==> config.mk <==
export PLATFORM = sky130hd
export DESIGN_NAME = tmr16_core
export DESIGN_NICKNAME = d
export VERILOG_FILES = /design/src/logic/tmr16_pkg.sv /design/src/logic/tmr16_tick_if.sv /design/src/logic/tmr16_tick_gen.sv /design/src/logic/tmr16_core.sv
export SDC_FILE = /design/constraint.sdc
export NUM_CORES = 1
export LEC_CHECK = 0
export BUFFER_PORTS_ARGS = -buffer_cell sky130_fd_sc_hd__buf_2
export CORE_MARGIN = 10
export CORE_UTILIZATION = 52
export DETAILED_ROUTE_END_ITERATION = 10
export PLACE_DENSITY = 0.7
export SYNTH_ARGS = -nofsm -noshare
export SYNTH_HDL_FRONTEND = slang
export SYNTH_SLANG_ARGS = --single-unit
==> constraint.sdc <==
create_clock -name i_clk_sys -period 3.8 [get_ports i_clk_sys]
set_clock_uncertainty 0.2 [all_clocks]
set_input_delay 0.19 -clock i_clk_sys [delete_from_list [all_inputs] [get_ports i_clk_sys]]
set_output_delay 0.19 -clock i_clk_sys [all_outputs]
set_load 0.01 [all_outputs]
==> src/logic/tmr16_pkg.sv <==
// package of constants and types for the 16-bit timer/counter core
`default_nettype none
package tmr16_pkg;
   // byte locations on the 8-bit processor bus
   localparam logic [3:0] ADDR_COUNT_LO = 4'h0;
   localparam logic [3:0] ADDR_COUNT_HI = 4'h1;
   localparam logic [3:0] ADDR_CMP_A_LO = 4'h2;
   localparam logic [3:0] ADDR_CMP_A_HI = 4'h3;
   localparam logic [3:0] ADDR_CMP_B_LO = 4'h4;
   localparam logic [3:0] ADDR_CMP_B_HI = 4'h5;
   localparam logic [3:0] ADDR_CAPT_LO = 4'h6;
   localparam logic [3:0] ADDR_CAPT_HI = 4'h7;
   localparam logic [3:0] ADDR_CTRL_A = 4'h8;
   localparam logic [3:0] ADDR_CTRL_B = 4'h9;
   // field positions in the control registers
   localparam int CTRL_A_WGM_LSB = 0;  // waveform mode bits 1:0 in control a
   localparam int CTRL_B_WGM_LSB = 3;  // waveform mode bits 3:2 at bits 4:3 in control b
   localparam int CTRL_B_CS_LSB = 0;   // tick source select bits 2:0 in control b
   // reset values
   localparam logic [15:0] COUNT_RESET = 16'h0000;
   localparam logic [7:0] LATCH_RESET = 8'h00;
   localparam logic [7:0] CTRL_RESET = 8'h00;
   localparam logic [15:0] REG16_RESET = 16'h0000;
   // counter landmarks
   localparam logic [15:0] COUNT_BOTTOM = 16'h0000;
   localparam logic [15:0] COUNT_MAX = 16'hffff;
   localparam logic [15:0] TOP_8BIT = 16'h00ff;
   localparam logic [15:0] TOP_9BIT = 16'h01ff;
   localparam logic [15:0] TOP_10BIT = 16'h03ff;
   // tick source select codes
   localparam logic [2:0] CS_STOPPED = 3'h0;
   localparam logic [2:0] CS_DIV1 = 3'h1;
   localparam logic [2:0] CS_DIV8 = 3'h2;
   localparam logic [2:0] CS_DIV64 = 3'h3;
   localparam logic [2:0] CS_DIV256 = 3'h4;
   localparam logic [2:0] CS_DIV1024 = 3'h5;
   localparam logic [2:0] CS_EXT_FALL = 3'h6;
   localparam logic [2:0] CS_EXT_RISE = 3'h7;
   // prescaler taps
   localparam int PRESCALE_WIDTH = 10;
   // top source for a waveform mode
   typedef enum logic [2:0] {
      TMR16_TOP_MAX, TMR16_TOP_8, TMR16_TOP_9, TMR16_TOP_10, TMR16_TOP_CMPA, TMR16_TOP_CAPT
   } tmr16_top_type;
endpackage : tmr16_pkg
`default_nettype wire

==> src/logic/tmr16_tick_if.sv <==
// interface carrying the tick request between prescaler and counter core
`timescale 1ns/10ps
`default_nettype none
interface tmr16_tick_if;
   logic [2:0] select; // tick source select
   logic ext_pin;      // synchronised external pin level
   logic tick;         // one-cycle timer tick
   modport core (output select, output ext_pin, input tick);
   modport gen (input select, input ext_pin, output tick);
endinterface : tmr16_tick_if
`default_nettype wire

==> src/logic/tmr16_tick_gen.sv <==
// tick generator: prescaler taps and external edge detect
`timescale 1ns/10ps
`default_nettype none
module tmr16_tick_gen (
   input wire logic i_clk_sys,
   input wire logic i_reset_n,
   tmr16_tick_if.gen tick_bus
);
   logic [tmr16_pkg::PRESCALE_WIDTH-1:0] pre_reg; // free-running prescaler
   logic [tmr16_pkg::PRESCALE_WIDTH-1:0] pre_next;
   logic ext_prev_reg; // previous external level
   logic ext_prev_next;
   logic tick_c;       // combinational tick

   // next values for prescaler and edge detector
   always_comb begin
      pre_next = pre_reg + 1'b1;
      ext_prev_next = tick_bus.ext_pin;
   end

   // register the prescaler state
   always_ff @(posedge i_clk_sys or negedge i_reset_n) begin
      if (!i_reset_n) begin
         pre_reg <= '0;
         ext_prev_reg <= 1'b0;
      end else begin
         pre_reg <= pre_next;
         ext_prev_reg <= ext_prev_next;
      end
   end

   // select the tick source; stopped gives no tick
   always_comb begin
      case (tick_bus.select)
         tmr16_pkg::CS_STOPPED: tick_c = 1'b0;
         tmr16_pkg::CS_DIV1: tick_c = 1'b1;
         tmr16_pkg::CS_DIV8: tick_c = (pre_reg[2:0] == 3'h7);
         tmr16_pkg::CS_DIV64: tick_c = (pre_reg[5:0] == 6'h3f);
         tmr16_pkg::CS_DIV256: tick_c = (pre_reg[7:0] == 8'hff);
         tmr16_pkg::CS_DIV1024: tick_c = (pre_reg == 10'h3ff);
         tmr16_pkg::CS_EXT_FALL: tick_c = ext_prev_reg & ~tick_bus.ext_pin;
         tmr16_pkg::CS_EXT_RISE: tick_c = ~ext_prev_reg & tick_bus.ext_pin;
         default: tick_c = 1'b0;
      endcase
   end
   assign tick_bus.tick = tick_c;
endmodule : tmr16_tick_gen
`default_nettype wire

==> src/logic/tmr16_core.sv <==
// 16-bit timer/counter core with shared high-byte latch on an 8-bit bus
`timescale 1ns/10ps
`default_nettype none
module tmr16_core (
   input wire logic i_clk_sys,
   input wire logic i_reset_n,
   input wire logic [3:0] i_addr,       // byte location
   input wire logic i_wr,               // one-cycle write strobe
   input wire logic i_rd,               // one-cycle read strobe
   input wire logic [7:0] i_wdata,      // write data
   output logic [7:0] o_rdata,          // read data, valid cycle after i_rd
   input wire logic i_ext_pin,          // external tick pin, asynchronous
   input wire logic i_capture,          // capture strobe from same-clock logic
   input wire logic i_overflow_clear,   // clear overflow flag (interrupt taken or write one)
   output logic o_overflow_flag,        // sticky overflow flag, interrupt request
   output logic o_bottom,               // count equals zero
   output logic o_top,                  // count equals top
   output logic o_max,                  // count equals all ones
   output logic [15:0] o_count_value    // current count
);
   logic [15:0] count_reg, count_next;    // counter
   logic [7:0] latch_reg, latch_next;     // shared high-byte latch
   logic [15:0] cmpa_buf_reg, cmpa_buf_next; // compare a buffer
   logic [15:0] cmpa_reg, cmpa_next;      // compare a active value
   logic [15:0] cmpb_buf_reg, cmpb_buf_next;
   logic [15:0] cmpb_reg, cmpb_next;
   logic [15:0] capt_reg, capt_next;      // capture register
   logic [7:0] ctrl_a_reg, ctrl_a_next;   // timer_control_a
   logic [7:0] ctrl_b_reg, ctrl_b_next;   // timer_control_b
   logic dir_down_reg, dir_down_next;     // count direction, high when down
   logic ovf_reg, ovf_next;               // overflow_flag
   logic [7:0] rdata_reg, rdata_next;     // registered read data
   logic ext_sync1_reg, ext_sync2_reg;    // external pin synchroniser
   logic [3:0] waveform_mode_field;       // four-bit mode
   tmr16_pkg::tmr16_top_type top_src;     // selected top source
   logic [15:0] top_value;                // resolved top
   logic pwm_mode;                        // double buffering active
   logic dual_slope;                      // phase correct counting
   logic count_zero, count_top, count_max;
   logic rd_lo;                           // low-byte read strobe

   tmr16_tick_if tick_bus ();             // tick request to prescaler

   // tick generator instance
   tmr16_tick_gen u_tick_gen (
      .i_clk_sys(i_clk_sys),
      .i_reset_n(i_reset_n),
      .tick_bus(tick_bus.gen)
   );

   // join a high byte and low byte
   function automatic logic [15:0] join16(input logic [7:0] hi, input logic [7:0] lo);
      join16 = {hi, lo};
   endfunction : join16

   // the pin comes from outside the clock domain; only the second
   // stage feeds the edge detector in the tick generator
   // two-flop synchroniser for the external pin
   always_ff @(posedge i_clk_sys or negedge i_reset_n) begin
      if (!i_reset_n) begin
         ext_sync1_reg <= 1'b0;
         ext_sync2_reg <= 1'b0;
      end else begin
         ext_sync1_reg <= i_ext_pin;
         ext_sync2_reg <= ext_sync1_reg;
      end
   end

   assign tick_bus.ext_pin = ext_sync2_reg;
   assign tick_bus.select = ctrl_b_reg[tmr16_pkg::CTRL_B_CS_LSB +: 3];

   // mode field split over both control registers
   assign waveform_mode_field = {ctrl_b_reg[tmr16_pkg::CTRL_B_WGM_LSB +: 2],
                                 ctrl_a_reg[tmr16_pkg::CTRL_A_WGM_LSB +: 2]};

   // pwm_mode marks the modes whose compare registers are double
   // buffered; normal and clear-on-top modes write them directly
   // decode top source and counting style from the mode
   always_comb begin
      top_src = tmr16_pkg::TMR16_TOP_MAX;
      dual_slope = 1'b0;
      pwm_mode = 1'b1;
      case (waveform_mode_field)
         4'h0: pwm_mode = 1'b0;                                   // normal
         4'h1: begin top_src = tmr16_pkg::TMR16_TOP_8; dual_slope = 1'b1; end
         4'h2: begin top_src = tmr16_pkg::TMR16_TOP_9; dual_slope = 1'b1; end
         4'h3: begin top_src = tmr16_pkg::TMR16_TOP_10; dual_slope = 1'b1; end
         4'h4: begin top_src = tmr16_pkg::TMR16_TOP_CMPA; pwm_mode = 1'b0; end // ctc
         4'h5: top_src = tmr16_pkg::TMR16_TOP_8;
         4'h6: top_src = tmr16_pkg::TMR16_TOP_9;
         4'h7: top_src = tmr16_pkg::TMR16_TOP_10;
         4'h8, 4'ha: begin top_src = tmr16_pkg::TMR16_TOP_CAPT; dual_slope = 1'b1; end
         4'h9, 4'hb: begin top_src = tmr16_pkg::TMR16_TOP_CMPA; dual_slope = 1'b1; end
         4'hc: begin top_src = tmr16_pkg::TMR16_TOP_CAPT; pwm_mode = 1'b0; end // ctc
         4'he: top_src = tmr16_pkg::TMR16_TOP_CAPT;
         4'hf: top_src = tmr16_pkg::TMR16_TOP_CMPA;
         default: pwm_mode = 1'b0;                                // reserved acts as normal
      endcase
   end

   // resolve the top value
   always_comb begin
      case (top_src)
         tmr16_pkg::TMR16_TOP_8: top_value = tmr16_pkg::TOP_8BIT;
         tmr16_pkg::TMR16_TOP_9: top_value = tmr16_pkg::TOP_9BIT;
         tmr16_pkg::TMR16_TOP_10: top_value = tmr16_pkg::TOP_10BIT;
         tmr16_pkg::TMR16_TOP_CMPA: top_value = cmpa_reg;
         tmr16_pkg::TMR16_TOP_CAPT: top_value = capt_reg;
         default: top_value = tmr16_pkg::COUNT_MAX;
      endcase
   end

   // a read strobe on the count or capture low location also
   // refreshes the latch; control bytes are plain 8-bit registers
   // landmark compares
   assign count_zero = (count_reg == tmr16_pkg::COUNT_BOTTOM);
   assign count_max = (count_reg == tmr16_pkg::COUNT_MAX);
   assign count_top = (count_reg == top_value);
   assign rd_lo = i_rd & ~i_addr[0] & (i_addr < tmr16_pkg::ADDR_CTRL_A);

   // priority inside this process, lowest first: tick, capture,
   // processor write; a later assignment wins, so a write to the
   // counter overrides the count the tick scheduled for that edge
   // next state of counter, latch, registers and flag
   always_comb begin
      count_next = count_reg;
      dir_down_next = dir_down_reg;
      latch_next = latch_reg;
      cmpa_buf_next = cmpa_buf_reg;
      cmpa_next = cmpa_reg;
      cmpb_buf_next = cmpb_buf_reg;
      cmpb_next = cmpb_reg;
      capt_next = capt_reg;
      ctrl_a_next = ctrl_a_reg;
      ctrl_b_next = ctrl_b_reg;
      ovf_next = ovf_reg & ~i_overflow_clear;
      // counting on each tick
      if (tick_bus.tick) begin
         // dual slope: up to top, down to zero, flag at the turnaround at zero
         if (dual_slope) begin
            if (!dir_down_reg && count_top) begin
               dir_down_next = 1'b1;
               count_next = count_reg - 16'h0001;
            end else if (dir_down_reg && count_zero) begin
               dir_down_next = 1'b0;
               count_next = count_reg + 16'h0001;
               ovf_next = 1'b1;
            end else if (dir_down_reg) begin
               count_next = count_reg - 16'h0001;
            end else begin
               count_next = count_reg + 16'h0001;
            end
         end else begin
            // single slope: wrap at top or at all ones
            dir_down_next = 1'b0;
            if (top_src != tmr16_pkg::TMR16_TOP_MAX && count_top) begin
               count_next = tmr16_pkg::COUNT_BOTTOM;
               if (pwm_mode) begin
                  ovf_next = 1'b1;
               end
            end else begin
               count_next = count_reg + 16'h0001;
               if (count_max) begin
                  ovf_next = 1'b1;
               end
            end
         end
         // buffered compares load from their buffers at top
         if (pwm_mode && ((dual_slope && count_top && !dir_down_reg) || (!dual_slope && count_top))) begin
            cmpa_next = cmpa_buf_reg;
            cmpb_next = cmpb_buf_reg;
         end
      end
      // capture event, only when capture is not top
      if (i_capture && top_src != tmr16_pkg::TMR16_TOP_CAPT) begin
         capt_next = count_reg;
      end
      // high locations only fill the shared latch; a low write joins
      // the latch with the new byte, so one edge loads all 16 bits; a capture low write lands only when capture is top
      // processor writes
      if (i_wr) begin
         case (i_addr)
            tmr16_pkg::ADDR_COUNT_LO: count_next = join16(latch_reg, i_wdata);
            tmr16_pkg::ADDR_CMP_A_LO: begin
               cmpa_buf_next = join16(latch_reg, i_wdata);
               if (!pwm_mode) begin
                  cmpa_next = join16(latch_reg, i_wdata);
               end
            end
            tmr16_pkg::ADDR_CMP_B_LO: begin
               cmpb_buf_next = join16(latch_reg, i_wdata);
               if (!pwm_mode) begin
                  cmpb_next = join16(latch_reg, i_wdata);
               end
            end
            tmr16_pkg::ADDR_CAPT_LO: begin
               if (top_src == tmr16_pkg::TMR16_TOP_CAPT) begin
                  capt_next = join16(latch_reg, i_wdata);
               end
            end
            tmr16_pkg::ADDR_COUNT_HI, tmr16_pkg::ADDR_CMP_A_HI,
            tmr16_pkg::ADDR_CMP_B_HI, tmr16_pkg::ADDR_CAPT_HI: latch_next = i_wdata;
            tmr16_pkg::ADDR_CTRL_A: ctrl_a_next = i_wdata;
            tmr16_pkg::ADDR_CTRL_B: ctrl_b_next = i_wdata;
            default: ; // unmapped write ignored
         endcase
      end
      // count and capture low-byte reads copy high byte into latch
      if (rd_lo) begin
         case (i_addr)
            tmr16_pkg::ADDR_COUNT_LO: latch_next = count_reg[15:8];
            tmr16_pkg::ADDR_CAPT_LO: latch_next = capt_reg[15:8];
            default: ; // compare reads leave the latch alone
         endcase
      end
   end

   // read data is registered: it shows up one edge after the strobe
   // and stays until the next read, so the processor may sample late
   // read data mux
   always_comb begin
      rdata_next = rdata_reg;
      if (i_rd) begin
         case (i_addr)
            tmr16_pkg::ADDR_COUNT_LO: rdata_next = count_reg[7:0];
            tmr16_pkg::ADDR_CMP_A_LO: rdata_next = cmpa_buf_reg[7:0];
            tmr16_pkg::ADDR_CMP_A_HI: rdata_next = cmpa_buf_reg[15:8];
            tmr16_pkg::ADDR_CMP_B_LO: rdata_next = cmpb_buf_reg[7:0];
            tmr16_pkg::ADDR_CMP_B_HI: rdata_next = cmpb_buf_reg[15:8];
            tmr16_pkg::ADDR_CAPT_LO: rdata_next = capt_reg[7:0];
            tmr16_pkg::ADDR_COUNT_HI, tmr16_pkg::ADDR_CAPT_HI: rdata_next = latch_reg;
            tmr16_pkg::ADDR_CTRL_A: rdata_next = ctrl_a_reg;
            tmr16_pkg::ADDR_CTRL_B: rdata_next = ctrl_b_reg;
            default: rdata_next = 8'h00;
         endcase
      end
   end

   // reset clears every register, so the timer comes up stopped
   // with an empty latch and the overflow flag low
   // register all state
   always_ff @(posedge i_clk_sys or negedge i_reset_n) begin
      if (!i_reset_n) begin
         count_reg <= tmr16_pkg::COUNT_RESET;
         latch_reg <= tmr16_pkg::LATCH_RESET;
         cmpa_buf_reg <= tmr16_pkg::REG16_RESET;
         cmpa_reg <= tmr16_pkg::REG16_RESET;
         cmpb_buf_reg <= tmr16_pkg::REG16_RESET;
         cmpb_reg <= tmr16_pkg::REG16_RESET;
         capt_reg <= tmr16_pkg::REG16_RESET;
         ctrl_a_reg <= tmr16_pkg::CTRL_RESET;
         ctrl_b_reg <= tmr16_pkg::CTRL_RESET;
         dir_down_reg <= 1'b0;
         ovf_reg <= 1'b0;
         rdata_reg <= 8'h00;
      end else begin
         count_reg <= count_next;
         latch_reg <= latch_next;
         cmpa_buf_reg <= cmpa_buf_next;
         cmpa_reg <= cmpa_next;
         cmpb_buf_reg <= cmpb_buf_next;
         cmpb_reg <= cmpb_next;
         capt_reg <= capt_next;
         ctrl_a_reg <= ctrl_a_next;
         ctrl_b_reg <= ctrl_b_next;
         dir_down_reg <= dir_down_next;
         ovf_reg <= ovf_next;
         rdata_reg <= rdata_next;
      end
   end

   // landmarks are combinational from the count register and so
   // follow it in the same cycle
   // outputs
   assign o_rdata = rdata_reg;
   assign o_overflow_flag = ovf_reg;
   assign o_bottom = count_zero;
   assign o_top = count_top;
   assign o_max = count_max;
   assign o_count_value = count_reg;
endmodule : tmr16_core
`default_nettype wire

## Word level (Yosys, flattened, before mapping)

Index checks and enable logic that the tools add are counted.

- Bitwise operators: 9
- Order comparisons: 1
- Divide/modulo/power cells: 0
- Shifts and indexed selects: 0
- Equal/unequal tests: 43
- $add $sub $neg: 3
- Reductions and logical operators: 29
- Multiply operators: 0
- Muxes and demuxes: 37

Operators with widths:

| kind | count |
|---|---|
| 16-bit 2-to-1 mux | 17 |
| 16-bit one-hot mux with 5 select lines | 1 |
| 8-bit one-hot mux with 9 select lines | 1 |
| 4-bit == test (second input constant) | 9 |
| 4-bit by 3-bit == test with 1-bit output (second input constant) | 8 |
| 8-bit 2-to-1 mux | 3 |
| 3-bit == test (second input constant) | 7 |
| 16-bit by 1-bit adder with 16-bit output (second input constant) | 1 |
| 16-bit == test | 1 |
| 16-bit == test (second input constant) | 1 |
| 4-bit by 2-bit == test with 1-bit output (second input constant) | 4 |
| 16-bit logical NOT | 1 |
| 8-bit one-hot mux with 2 select lines | 1 |
| 16-bit by 1-bit subtractor with 16-bit output (second input constant) | 1 |
| 3-bit one-hot mux with 5 select lines | 1 |
| 3-bit by 2-bit == test with 1-bit output (second input constant) | 4 |
| 1-bit 2-to-1 mux | 12 |
| 12-bit OR reduction | 1 |
| 4-bit OR reduction | 3 |
| 10-bit by 1-bit adder with 10-bit output (second input constant) | 1 |
| 10-bit == test (second input constant) | 1 |
| 2-bit AND reduction | 5 |
| 4-bit by 1-bit == test with 1-bit output (second input constant) | 2 |
| 8-bit == test (second input constant) | 1 |
| other kinds (16) | 35 |

- Output and inout bits: 28
- Bits in latches: 0
- ROM bits: 0
- Flip-flop bits (word level): 127
- Memory bits (writable): 0
- Input port bits: 19
- Memories: 0

## Longest topological paths before layout

- Depth in word-level cells: 15
- Mapped depth: 15

## Modules after synthesis

Synthesis repeated with hierarchy kept, for this count alone.

- Cells, all modules: 870
- Area, all modules: 7842.5 sq um

Modules (own cells, without submodules):

| module | area each (sq um) | cells each | instances | seq. area each (sq um) |
|---|---|---|---|---|
| tmr16_core | 7344.5 | 826 | 1 | 2902.8 |
| tmr16_tick_gen | 498.0 | 44 | 1 | 275.3 |

## Worst setup path after synthesis

Ideal clock, no wire load.

- Path kind: register to register
- Start point: register ctrl_a_reg[1]
- End point: register cmpa_reg[10]
- Setup time: 0.132 ns
- Period minus slack after synthesis: 3.227 ns
- Arrival: 2.895 ns
- Setup slack: 0.573 ns
- Stages on the path, launching flop included: 12
- Path buffers: 2
- Path through: dfrtp_1 -> or3_4 -> a21bo_1 -> and4_1 -> nor4b_2 -> nand3_1 -> or2_1 -> buf_6 -> nor3_4 -> buf_6 -> mux2i_1 -> o21ai_1

- Cells in the longest elaborated chain, start to end: 15
- Elaborated cells on any way between the ends: 42
- Those cells by class: 20 x eq/ne; 9 x mux; 13 x reduce/logical

Ends and longest elaborated chain:

| item | RTL line | source |
|---|---|---|
| start, declared | tmr16_core.sv:28 | `logic [7:0] ctrl_a_reg, ctrl_a_next;` |
| start signal, assigned | tmr16_core.sv:251 | `ctrl_a_reg <= tmr16_pkg::CTRL_RESET;` |
| start signal, assigned | tmr16_core.sv:264 | `ctrl_a_reg <= ctrl_a_next;` |
| 4-bit == test (tied with other cells) | tmr16_core.sv:83 | `case (waveform_mode_field)` |
| 4-bit OR reduction (no source line) or 2-bit OR reduction (tied branches) | - |  |
| 3-bit one-hot mux with 5 select lines | tmr16_core.sv:83 |  |
| 3-bit == test (tied with other cells) | tmr16_core.sv:103 | `case (top_src)` |
| 16-bit one-hot mux with 5 select lines | tmr16_core.sv:103 |  |
| 16-bit == test | tmr16_core.sv:118 | `assign count_top = (count_reg == top_value);` |
| 1-bit logical AND (2 in series) | tmr16_core.sv:169 | `if (pwm_mode && ((dual_slope && count_top && !dir_down_reg) \|\| (!dual_slope && count_top))) begin` |
| 1-bit logical OR | tmr16_core.sv:169 |  |
| 1-bit logical AND | tmr16_core.sv:169 |  |
| 16-bit 2-to-1 mux | tmr16_core.sv:169 |  |
| 16-bit 2-to-1 mux | tmr16_core.sv:138 | `if (tick_bus.tick) begin` |
| 16-bit 2-to-1 mux | tmr16_core.sv:186 | `if (!pwm_mode) begin` |
| 16-bit 2-to-1 mux | tmr16_core.sv:182 | `case (i_addr)` |
| 16-bit 2-to-1 mux * | tmr16_core.sv:181 | `if (i_wr) begin` |
| named net cmpa_next[10] | tmr16_core.sv:24 | `logic [15:0] cmpa_reg, cmpa_next;` |
| end signal, assigned | tmr16_core.sv:247 | `cmpa_reg <= tmr16_pkg::REG16_RESET;` |
| end signal, assigned | tmr16_core.sv:260 | `cmpa_reg <= cmpa_next;` |
| end, declared | tmr16_core.sv:24 |  |

The timed path passes the listed nets; every way through them passes the cells marked *.
A chain may end at the register's enable or synchronous reset.

## Worst setup path after layout

- Start point: register ctrl_a_reg[1]
- End point: register count_reg[13] (netlist: o_count_value[13])

- Cells in the longest elaborated chain, start to end: 12
- Elaborated cells on any way between the ends: 38
- Those cells by class: 20 x eq/ne; 9 x mux; 9 x reduce/logical

Ends and longest elaborated chain:

| item | RTL line | source |
|---|---|---|
| 4-bit == test (tied with other cells) | tmr16_core.sv:83 |  |
| 4-bit OR reduction (no source line) or 2-bit OR reduction (tied branches) | - |  |
| 3-bit one-hot mux with 5 select lines | tmr16_core.sv:83 |  |
| 3-bit == test (tied with other cells) | tmr16_core.sv:103 |  |
| 16-bit one-hot mux with 5 select lines | tmr16_core.sv:103 |  |
| 16-bit == test | tmr16_core.sv:118 |  |
| 1-bit logical AND (on tied branches) | tmr16_core.sv:156, tmr16_core.sv:141 |  |
| 16-bit 2-to-1 mux (on tied branches) | tmr16_core.sv:156, tmr16_core.sv:141 |  |
| 16-bit 2-to-1 mux * | tmr16_core.sv:140 | `if (dual_slope) begin` |
| 16-bit 2-to-1 mux * | tmr16_core.sv:138 |  |
| 16-bit 2-to-1 mux | tmr16_core.sv:182 |  |
| 16-bit 2-to-1 mux * | tmr16_core.sv:181 |  |
| named net count_next[13] | tmr16_core.sv:21 | `logic [15:0] count_reg, count_next;` |
| end signal, assigned | tmr16_core.sv:244 | `count_reg <= tmr16_pkg::COUNT_RESET;` |
| end signal, assigned | tmr16_core.sv:257 | `count_reg <= count_next;` |
| end, declared | tmr16_core.sv:21 |  |

Marked as above.

==> results by group <==
Status
  – Outcome: complete, no violations

Detailed routing
  – Post-DRT Antenna Nets: 0
  – Drt drc: 0
  – Total Wirelength: 26.45 mm
  – DR vias/cell: 6.665
  – DRT iter0 DRCs: 854
  – WL met3: 2.250 mm
  – Avg WL per Cell: 23.94 µm
  – TritonRoute pass-1 iters: 5
  – Top sig layer: met4
  – Met2 WL: 12.25 mm
  – M1 WL: 11.14 mm
  – DR vias: 7365

Floorplanning
  – Initial Utilization: 53.51%
  – # rows: 44
  – Die W: 142.8 µm
  – Total die area: 0.02038 mm²
  – Die span in y: 142.8 µm
  – I/O pins: 47
  – Core Region: 0.01464 mm²

Layout
  – Diodes inserted: 0
  – Synthesis-to-finish area growth: 15.81%
  – Final Net Count: 932
  – Final core occ: 61.97%
  – Layout cells sized above 1: 19.87%
  – Final std cells w/o fill: 1105

Global route
  – Total Routing Usage GR: 26.00%
  – First-pass GRT wire length: 41.01 mm
  – Antenna violations before repair: 0
  – Largest net degree at the start of global routing: 67
  – Vias in the first global route: 7107
  – Total grt overflow: 0

Power and ir drop
  – Power per cell area: 658.5 mW/mm²
  – Worst VDD drop: 0.4795 mV
  – Leak: 3.743 nW

STA
  – Fin crit period: 3.516 ns
  – Slew at the pin closest to its max-slew limit: 1.111 ns
  – Post-route setup TNS: 0 ns
  – FMAX: 284.4 MHz
  – RSZ-0062 raised after global routing: no
  – Slack of the critical path: 0.2839 ns
  – Final setup viols: 0
  – Final Cycle Share: 92.53%
  – Slew Limit Fails: 0
  – Hold Violations, Final: 0
  – Worst slew margin: 25.68%

Setup path
  – Reg2reg end: o_count_value[13]
  – Data required, critical path: 3.95 ns
  – Worst setup SP type: register
  – Reg2Reg Depth: 11
  – Slowest stage delay, CP: 0.52 ns
  – Critical path buffers and inverters: 1
  – Reg2reg setup slack: 0.28 ns
  – Slowest-stage cell, CP: dfrtp_1
  – Worst Setup End Kind: register
  – CP Max Fanout: 17
  – Critical path type: reg -> reg
  – Family with the most delay on the worst path: compound AO/OA/AOI/OAI gates
  – Worst-path cell chain: or2b_4, a31oi_1, or3_1, a222oi_1, nand4_1, o31ai_4, buf_12, a2111oi_0, a311oi_1, o21ai_1, a31oi_1
  – CP Data Arrival Time: 3.67 ns
  – Most common cell on crit path: a31oi_1
  – Worst r2r src: ctrl_a_reg[1]

Synth
  – Mapped Cells: 859
  – Post-Syn Nets: 883
  – Synth cell count leaders: dfrtp_1, nand2_1, nor2_1, mux2i_1
  – YS warnings: 0
  – Post-synth top area cell: dfrtp_1
  – Post-synth top area share: 40.56%
  – Ys flop type: dfrtp_1
  – Sequential area share after synthesis: 40.56%
  – Most common cell in the synthesized netlist: dfrtp_1
  – Post-synth EDFFs: 0
  – Avg Inst Size Synth: 9.123 µm²
  – FFs w/ async S/R, synth: 100.0%
  – Synth unique cells: 74
  – Main area contributors after synthesis: dfrtp_1, mux2_2, mux2i_1
  – Netlist Area Pre-Place: 0.007836 mm²
  – Seq cells post-synth: 127

Run
  – Max cap viols: 0

Min path
  – Worst Hold Class: reg -> reg
  – Hold_sp: ext_sync1_reg
  – Hold path depth: 0
  – Hold endpoint: ext_sync2_reg

Placed design
  – Global placer's final weighted congestion: 0.9964
  – Post-Place Setup Slack: 0.1839 ns
  – Placed insts: 1061
  – DP HPWL: 18.90 mm
  – Count of input and output buffers: 46

Clocking
  – Clock Pin Slew Worst Setup and Hold Paths: 0.06 ns
  – Num CTS Buffers: 17
  – Clk root buf: clkbuf_16
  – Htree depth: 4
  – CTS tree: yes
  – Clock tree sinks: 127
  – Worst skew pair latency: 0.44 ns
  – Deepest clock path buffer count: 2
-- area by class of cell --
cell class / count / area, µm²
fillers: 1262 / 5569
multi-input cells: 638 / 4274
flip-flops and latches: 127 / 3179
repair buffers: 96 / 675.6
clock buffers: 18 / 439.2
well taps: 184 / 230.2
clock inverters: 14 / 171.4
inverters: 28 / 105.1
-- worst max-delay path by stage --
stage | from | endpoint | slack (ns) | depth (start not counted)
after global routing | ctrl_a_reg[1] | o_count_value[9] | 0.04 | 11
after global placement | ctrl_a_reg[0] | o_count_value[12] | 0.30 | 9
after CTS | ctrl_a_reg[0] | o_count_value[3] | 0.17 | 10
final | ctrl_a_reg[1] | o_count_value[13] | 0.28 | 11
after floorplan | ctrl_a_reg[1] | cmpa_reg[10] | 0.57 | 11
after detailed placement | ctrl_a_reg[0] | o_count_value[3] | 0.18 | 10
-- per-stage QoR --
step	area (µm²)	hold WS, ns	total power, mW
after detailed placement	8335	0.1034	4.208
after CTS	9066	0.1609	5.926
after floorplan	7836	-0.3056	3.402
after global placement	8335	0.1008	4.140
final	9075	0.1571	5.976
after global routing	9075	0.1645	6.258
-- cell usage in the layout (no fill, tap or decap), types with 6 or more instances in the layout --
cell | netlist | routed
o22ai_1 | 20 | 20
o21a_1 | 7 | 7
a311oi_1 | 8 | 8
a211oi_1 | 7 | 7
nand2b_1 | 16 | 16
dfrtp_1 | 127 | 126
nand3_1 | 23 | 23
nor2_1 | 60 | 60
a31oi_1 | 17 | 17
buf_2 | 8 | 45
clkbuf_16 | 0 | 17
a22oi_1 | 21 | 21
nor2b_1 | 9 | 9
nand4_1 | 6 | 6
mux2i_1 | 48 | 48
a21oi_1 | 47 | 47
or3_1 | 12 | 12
inv_1 | 26 | 26
nor3_1 | 19 | 18
mux2_2 | 46 | 46
xnor2_1 | 9 | 9
and3_1 | 10 | 10
buf_4 | 5 | 36
o21ai_1 | 25 | 25
o21ai_0 | 47 | 47
dlygate4sd3_1 | 0 | 12
nand2_1 | 71 | 71
o31ai_1 | 12 | 12
-- power by group --
part	leakage [nW]	internal (mW)	switching [mW]
Sequential	1.53	1.73	0.573
Combinational	1.92	0.862	1.10
Clock	0.291	1.01	0.703
Total	3.74	3.60	2.37
-- repair_timing --
item | in CTS | in global routing
resized for setup | 0 | 2
hold buffers | 12 | 0
buffers inserted | 0 | 0
endpoints found under the hold margin | 95 | 0
setup endpoints to repair | 0 | 6
-- cells by family after synthesis --
logic type | Yosys count | synth area share (%)
AOI/OAI and AO/OA | 269 | 22.77
and+or+nand+nor | 258 | 16.73
DFF | 127 | 40.56
buffers and inverters | 94 | 5.061
muxes | 94 | 12.74
xor gates and xnor gates | 12 | 1.341
adders and majority gates | 5 | 0.7983
-- metal layers --
metal	up-vias	GRT usage [%]
met5	-	0
met4	0	10.69
met3	65	5.406
met2	390	40.60
met1	3599	34.44
li1	3311	-
Power figures use the tool's default switching activity.
